[src/plcs_pkg.sv]
`default_nettype none
package plcs_pkg;
  // Register offsets, as byte addresses in configuration space.
  localparam logic [7:0]  LINK_CONTROL_OFS   = 8'ha0;
  localparam logic [7:0]  LINK_STATUS_OFS    = 8'ha2;
  localparam logic [15:0] LINK_CONTROL_RST   = 16'h0000;
  // Link control field positions.
  localparam int CTL_ASPM_LSB   = 0;
  localparam int CTL_RCB_BIT    = 3;
  localparam int CTL_LD_BIT     = 4;
  localparam int CTL_RL_BIT     = 5;
  localparam int CTL_CCC_BIT    = 6;
  localparam int CTL_ES_BIT     = 7;
  localparam int CTL_CPM_BIT    = 8;
  // Link status field positions and fixed values.
  localparam int STS_SPEED_LSB  = 0;
  localparam int STS_WIDTH_LSB  = 4;
  localparam int STS_SCC_BIT    = 12;
  localparam logic [3:0] LINK_SPEED_2G5   = 4'h1;
  localparam logic [5:0] NEG_WIDTH_X1     = 6'h01;
  // Reported L0s exit latency encodings.
  localparam logic [2:0] L0S_LAT_COMMON   = 3'h3;
  localparam logic [2:0] L0S_LAT_ASYNC    = 3'h4;
  // Fixed read completion boundary of this device, in bytes.
  localparam int OWN_RCB_BYTES  = 128;

  typedef enum logic [1:0] {
    PLCS_ASPM_OFF,
    PLCS_ASPM_L0S,
    PLCS_ASPM_L1,
    PLCS_ASPM_BOTH
  } plcs_aspm_e;

  // Writable state of the link control register.
  typedef struct packed {
    logic       clock_pm_enable;
    logic       ext_sync_enable;
    logic       common_clock;
    logic       read_completion_boundary;
    plcs_aspm_e aspm_control;
  } plcs_ctl_s;

  // Configuration access request.
  typedef struct packed {
    logic        rd;
    logic        wr;
    logic [7:0]  addr;
    logic [1:0]  be;
    logic [15:0] wdata;
  } plcs_cfg_req_s;

  // Policy outputs toward the link layer.
  typedef struct packed {
    logic       l0s_entry_allowed;
    logic       l1_entry_allowed;
    logic       ext_sync;
    logic       clock_pm_allowed;
    logic [2:0] l0s_exit_latency;
    logic       common_clock;
  } plcs_policy_s;
endpackage : plcs_pkg
`default_nettype wire

[src/plcs_link_regs.sv]
`timescale 1ns/1ps
`default_nettype none
module plcs_link_regs (
  input  wire logic                   clk,
  input  wire logic                   sys_rst,
  input  wire plcs_pkg::plcs_cfg_req_s cfg_req,
  input  wire logic                   slot_clock_common,
  input  wire logic                   link_idle_clock_stop,
  output logic [15:0]                 cfg_rdata,
  output logic                        cfg_ack,
  output logic                        clock_request_n,
  output plcs_pkg::plcs_policy_s      policy
);

  plcs_pkg::plcs_ctl_s ctl;
  logic [15:0]         next_rdata;
  logic                hit_ctl;
  logic                hit_sts;

  // Both registers share one aligned dword; either half may be addressed.
  function automatic logic hit(input logic [7:0] a, input logic [7:0] ofs);
    hit = (a == ofs);
  endfunction : hit

  assign hit_ctl = hit(cfg_req.addr, plcs_pkg::LINK_CONTROL_OFS);
  assign hit_sts = hit(cfg_req.addr, plcs_pkg::LINK_STATUS_OFS);

  // Only bits 8:6, 3 and 1:0 hold state; all else discards writes.
  always_ff @(posedge clk or posedge sys_rst) begin
    if (sys_rst) begin
      ctl <= plcs_pkg::plcs_ctl_s'({plcs_pkg::LINK_CONTROL_RST[8:6],
        plcs_pkg::LINK_CONTROL_RST[3],
        plcs_pkg::LINK_CONTROL_RST[1:0]});
    end else if (cfg_req.wr && hit_ctl) begin
      if (cfg_req.be[1]) begin
        ctl.clock_pm_enable <= cfg_req.wdata[plcs_pkg::CTL_CPM_BIT];
      end
      if (cfg_req.be[0]) begin
        ctl.ext_sync_enable <= cfg_req.wdata[plcs_pkg::CTL_ES_BIT];
        ctl.common_clock    <= cfg_req.wdata[plcs_pkg::CTL_CCC_BIT];
        ctl.read_completion_boundary <=
          cfg_req.wdata[plcs_pkg::CTL_RCB_BIT];
        ctl.aspm_control <= plcs_pkg::plcs_aspm_e'(
          cfg_req.wdata[plcs_pkg::CTL_ASPM_LSB +: 2]);
      end
    end
  end

  always_comb begin
    next_rdata = 16'h0000;
    if (hit_ctl) begin
      next_rdata[plcs_pkg::CTL_CPM_BIT] = ctl.clock_pm_enable;
      next_rdata[plcs_pkg::CTL_ES_BIT]  = ctl.ext_sync_enable;
      next_rdata[plcs_pkg::CTL_CCC_BIT] = ctl.common_clock;
      next_rdata[plcs_pkg::CTL_RL_BIT]  = 1'b0;
      next_rdata[plcs_pkg::CTL_LD_BIT]  = 1'b0;
      next_rdata[plcs_pkg::CTL_RCB_BIT] = ctl.read_completion_boundary;
      next_rdata[plcs_pkg::CTL_ASPM_LSB +: 2] = ctl.aspm_control;
    end else if (hit_sts) begin
      // Bits 15:13, 11 and 10 stay zero from the default above.
      next_rdata[plcs_pkg::STS_SCC_BIT] = slot_clock_common;
      next_rdata[plcs_pkg::STS_WIDTH_LSB +: 6] =
        plcs_pkg::NEG_WIDTH_X1;
      next_rdata[plcs_pkg::STS_SPEED_LSB +: 4] =
        plcs_pkg::LINK_SPEED_2G5;
    end
  end

  // Reads answer one cycle after the request; unmapped reads give zero.
  always_ff @(posedge clk or posedge sys_rst) begin
    if (sys_rst) begin
      cfg_rdata <= 16'h0000;
      cfg_ack   <= 1'b0;
    end else begin
      cfg_rdata <= cfg_req.rd ? next_rdata : 16'h0000;
      cfg_ack   <= cfg_req.rd | cfg_req.wr;
    end
  end

  // Clock request may only be released when software permits it.
  always_ff @(posedge clk or posedge sys_rst) begin
    if (sys_rst) begin
      clock_request_n <= 1'b0;
    end else if (!ctl.clock_pm_enable) begin
      clock_request_n <= 1'b0;
    end else begin
      clock_request_n <= link_idle_clock_stop;
    end
  end

  always_ff @(posedge clk or posedge sys_rst) begin
    if (sys_rst) begin
      policy <= '0;
    end else begin
      policy.l0s_entry_allowed <= ctl.aspm_control[0];
      policy.l1_entry_allowed  <= ctl.aspm_control[1];
      policy.ext_sync          <= ctl.ext_sync_enable;
      policy.clock_pm_allowed  <= ctl.clock_pm_enable;
      policy.common_clock      <= ctl.common_clock;
      policy.l0s_exit_latency  <= ctl.common_clock ?
        plcs_pkg::L0S_LAT_COMMON : plcs_pkg::L0S_LAT_ASYNC;
    end
  end

endmodule : plcs_link_regs
`default_nettype wire

[config.mk]
export PLATFORM = sky130hd
export DESIGN_NAME = plcs_link_regs
export DESIGN_NICKNAME = d
export VERILOG_FILES = /design/src/plcs_pkg.sv /design/src/plcs_link_regs.sv
export SDC_FILE = /design/constraint.sdc
export NUM_CORES = 1
export LEC_CHECK = 0
export ABC_AREA = 1
export BUFFER_PORTS_ARGS = -buffer_cell sky130_fd_sc_hd__buf_2
export CAP_MARGIN = 20
export CORE_AREA = 2 2 54 56
export CTS_CLUSTER_DIAMETER = 80
export DETAILED_ROUTE_END_ITERATION = 8
export DIE_AREA = 0 0 56 58
export GPL_ROUTABILITY_DRIVEN = 0
export PLACE_DENSITY = 0.72
export SLEW_MARGIN = 5
export SYNTH_ARGS = -nofsm -noshare
export SYNTH_HDL_FRONTEND = slang
export SYNTH_SLANG_ARGS = --single-unit
[constraint.sdc]
create_clock -name clk -period 1.6 [get_ports clk]
set_input_delay 0.08 -clock clk [delete_from_list [all_inputs] [get_ports clk]]
set_output_delay 0.08 -clock clk [all_outputs]
set_load 0.01 [all_outputs]
Word-level counts from Yosys, hierarchy flattened

Index checks and enable logic that the tools add are counted.

Equal/unequal tests: 2
Muxes and demuxes: 10
Bitwise gates (word level): 1
Reduce and logical (&&, ||, !) cells: 3

Operator list:

| kind               | count |
|---|---|
| $eq 8x8->1 const B | 2 |
| $mux 13            | 1 |
| $mux 6             | 1 |
| $mux 1             | 5 |
| $mux 5             | 1 |
| $reduce_and 2->1   | 2 |
| $mux 3             | 1 |
| $mux 2             | 1 |
| $logic_and 1x1->1  | 1 |
| $or 1x1->1         | 1 |

Flip-flop bits (word level): 29
Bits of input ports: 32
Output and inout port bits: 26
Word-level logic and storage cells: 30

Depth between registers and ports, before layout

Depth in word-level cells: 4
Depth in mapped cells: 7

Least setup slack after synthesis

Ideal clock, no wire load.

Kind: input to register
Start point: in cfg_req[22] in the netlist's numbering
End point: reg ctl[1] in the netlist's numbering
Arrival time: 657 ps
Data required time: 1,483 ps
Path slack: 826 ps
Cell stages on the path: 6
Buffers on the path: 0
Path through: nor2_1 nand2_1 nor2_8 nand3_4 nand2_1 nand2_1

Longest elaborated chain between the ends: 3

RTL lines:

| what                       | RTL line             | text |
|---|---|---|
| start, declared            | plcs_link_regs.sv:6  | `input wire plcs_pkg::plcs_cfg_req_s cfg_req,` |
| $eq 8x8->1                 | plcs_link_regs.sv:22 | `hit = (a == ofs);` |
| $logic_and 1x1->1          | plcs_link_regs.sv:34 | `end else if (cfg_req.wr && hit_ctl) begin` |
| $reduce_and 2->1 (no line) | --                   |  |
| end signal, assigned       | plcs_link_regs.sv:31 | `ctl <= plcs_pkg::plcs_ctl_s'({plcs_pkg::LINK_CONTROL_RST[8:6],` |
| end, declared              | plcs_link_regs.sv:15 | `plcs_pkg::plcs_ctl_s ctl;` |

No other way between the ends.
A chain may end at the register's enable or synchronous reset.

==> flow_summary.yaml <==
status:
  status: "completed"
power_and_ir_drop:
  swShare_pct: 23.0
  p_seq_share_pct: 59.3
  switchingPower_w: 0.000221
  internal_power_w: 0.000740
  p_leak_nw: 0.683
  ir_drop_mv: 0.460
  pwr-share-comb_pct: 9.1
  p_per_area_mw_per_mm2: 836
  clkPwrFrac_pct: 31.6
  power.total_w: 0.000961
die:
  start_util_pct: 33.8
  die_x_um: 56
  core_area_mm2: 0.00266
  die_area_mm2: 0.00325
  ios: 58
  row_count: 19
  die_h_um: 58
setup_path:
  arrival_ps: 850
  cp-start-kind: "flop"
  end_kind: "output port"
  regToRegSetupSlack_ps: 920
  slowest_delay_ps: 400
  worst_path_max_delay_cell: "dfrtp_1"
  crit_type: "flop to output port"
  required_ps: 1520
  timing.rr.end: "cfg_rdata[6]"
  r2r-start: "ctl[3]"
  path_buf_inv: 1
  reg2reg_depth: 2
  crit_fanout: 3
  crit_chain: "buf_2"
  cp_top_family: "flip-flops"
route:
  vias: 696
  dr.pass1.iters: 4
  drtIter0Drc: 12
  via_per_inst: 4.32
  drt-total-wl_mm: 1.65
  ant_nets: 0
  post_drt_wl_per_cell_um: 10.2
  drcViolationCount: 0
yosys:
  synth_area_leaders: "dfrtp_1 (61%), nand2_1 (8.8%), buf_4 (8.3%)"
  synthCells: 88
  synth.distinct_cells: 17
  yosys_warnings: 0
  yosys.area.top_type_share_pct: 61.1
  yosysTopAreaCell: "dfrtp_1"
  syn_area_per_cell_um2: 10.2
  synth_seq_area_share_pct: 61.1
  netlist_area_um2: 901
  synth_seq_cells: 22
placed_design:
  io_buffer_count: 39
  place_ws_ps: 611
  place.detailed.hpwl_mm: 1.27
clock_tree:
  cts-root-buf: "clkbuf_4"
  cts_sinks: 22
  clock_latency_ps: 310
  h-tree-depth: 1
  ctsLongestPathBuffers: 2
  cts_made_buffers: 3
  clk_pin_slew_ps: 110
  cts_tree: "built"
final_layout:
  fin_nets: 163
  drive_gt1_share_pct: 39.2
  n_antenna_cell: 0
  syn_to_final_growth_pct: 27.6
  fillCellCount: 270
min_path:
  worstHoldPathCells: 3
  hold_path.class: "input port to flop"
  hold_start: "cfg_req[6]"
  hold_path_end: "ctl[3]"
sta:
  max_freq_ghz: 1.08
  fin_setup_tns_ps: 0
  rsz0062_at_grt: "no"
  final.setup.worst_slack_ps: 671
  finClkSkew_ps: 5.16
  hold_viol: 0
  setup_viol: 0
  fin_crit_sh_pct: 58.1
  finalMaxSlewViolations: 0
  layout_min_cycle_time_ps: 929
global_route:
  antenna_found_initial: 0
  grt_usage_pct: 11.5
  overflow: 0
  grt_max_degree: 23
  grt_pass1_vias: 673
  grt_pass1_wl_mm: 2.80
flow_run:
  cap_violations: 0
[routing by layer]
layer	GRT usage, %	share of wire (%)
met3	2.90	10
met5	0	0
met2	20.7	49
met1	12.1	39
met4	7.14	1.4
[synthesized netlist by cell type]
cell type	count
nor2_1	9
nor2_2	1
nand2_2	1
clkbuf_2	1
nand2_1	21
nand4_1	6
nand3_4	1
nand3_1	3
nor3_2	1
or2_2	1
conb_1	1
buf_4	10
nor2_8	1
buf_2	1
inv_2	1
dfrtp_1	22
inv_1	7
[flip-flops by register name, indices dropped and copies added, names as in the netlist]
| name | cells |
|---|---|
| policy | 6 |
| clock_request_n | 1 |
| cfg_ack | 1 |
| cfg_rdata | 8 |
| ctl | 6 |
[how the worst max path moves through the flow]
stage               cells past startpoint        start         to  slack (ps)
global placement                        7  cfg_req[22]     ctl[2]         650
global route                            1    policy[1]  policy[0]         630
detailed placement                      7  cfg_req[19]     ctl[0]         610
floorplan                               6  cfg_req[22]     ctl[1]         830
finish                                  1    policy[1]  policy[2]         670
CTS                                     1    policy[1]  policy[1]         660
[power groups by stage]
stage	Combinational (W)	Sequential [W]	Clock, W
4_1_cts	0.0000890	0.000570	0.000310
5_1_grt	0.0000990	0.000572	0.000332
3_3_place_gp	0.0000809	0.000581	0
6_report	0.0000877	0.000570	0.000304
3_5_place_dp	0.0000832	0.000581	0
2_1_floorplan	0.0000545	0.000583	0
[repair_timing]
action                                 CTS  global route
buffers inserted                         0             0
endpoints found under the hold margin   24             0
resized for setup                        0             0
setup endpoints to repair                0             0
hold buffers                             3             0
[area by class of cell]
| class | count | area (um^2) | share of cell area [%] |
|---|---|---|---|
| Tap cell | 31 | 38.8 | 3.37 |
| Sequential cell | 22 | 551 | 47.9 |
| Inverter | 8 | 30.0 | 2.61 |
| Multi-Input combinational cell | 53 | 262 | 22.7 |
| Clock buffer | 4 | 36.3 | 3.16 |
| Timing Repair Buffer | 43 | 233 | 20.2 |
[placed cells by master, fill, tap and decap left out]
| master | count |
|---|---|
| nand4_1 | 6 |
| buf_4 | 1 |
| inv_2 | 1 |
| nand3_4 | 1 |
| nand2_1 | 21 |
| inv_1 | 7 |
| nor2_2 | 1 |
| nand3_1 | 3 |
| conb_1 | 8 |
| buf_2 | 39 |
| dlygate4sd3_1 | 3 |
| nor2_1 | 9 |
| nor3_2 | 1 |
| clkbuf_8 | 1 |
| nand2_2 | 1 |
| clkbuf_4 | 3 |
| dfrtp_1 | 22 |
| or2_2 | 1 |
| nor2_8 | 1 |
[stage by stage]
step | hold slack, ps | util (%) | area [um^2] | instances
global route | 22.1 | 43.2 | 1150 | 161
CTS | 4.22 | 43.2 | 1150 | 161
finish | 8.55 | 43.2 | 1150 | 161
detailed placement | 128 | 40.7 | 1080 | 154
global placement | 114 | 40.7 | 1080 | 154
floorplan | 69.2 | - | 927 | 95
[cells by family after synthesis]
family | share of synthesized area, %
buffers and inverters | 12.8
other | 0.416
flip-flops | 61.1
AND/OR/NAND/NOR | 25.7
Note: power is estimated with default switching activity, not from simulation.
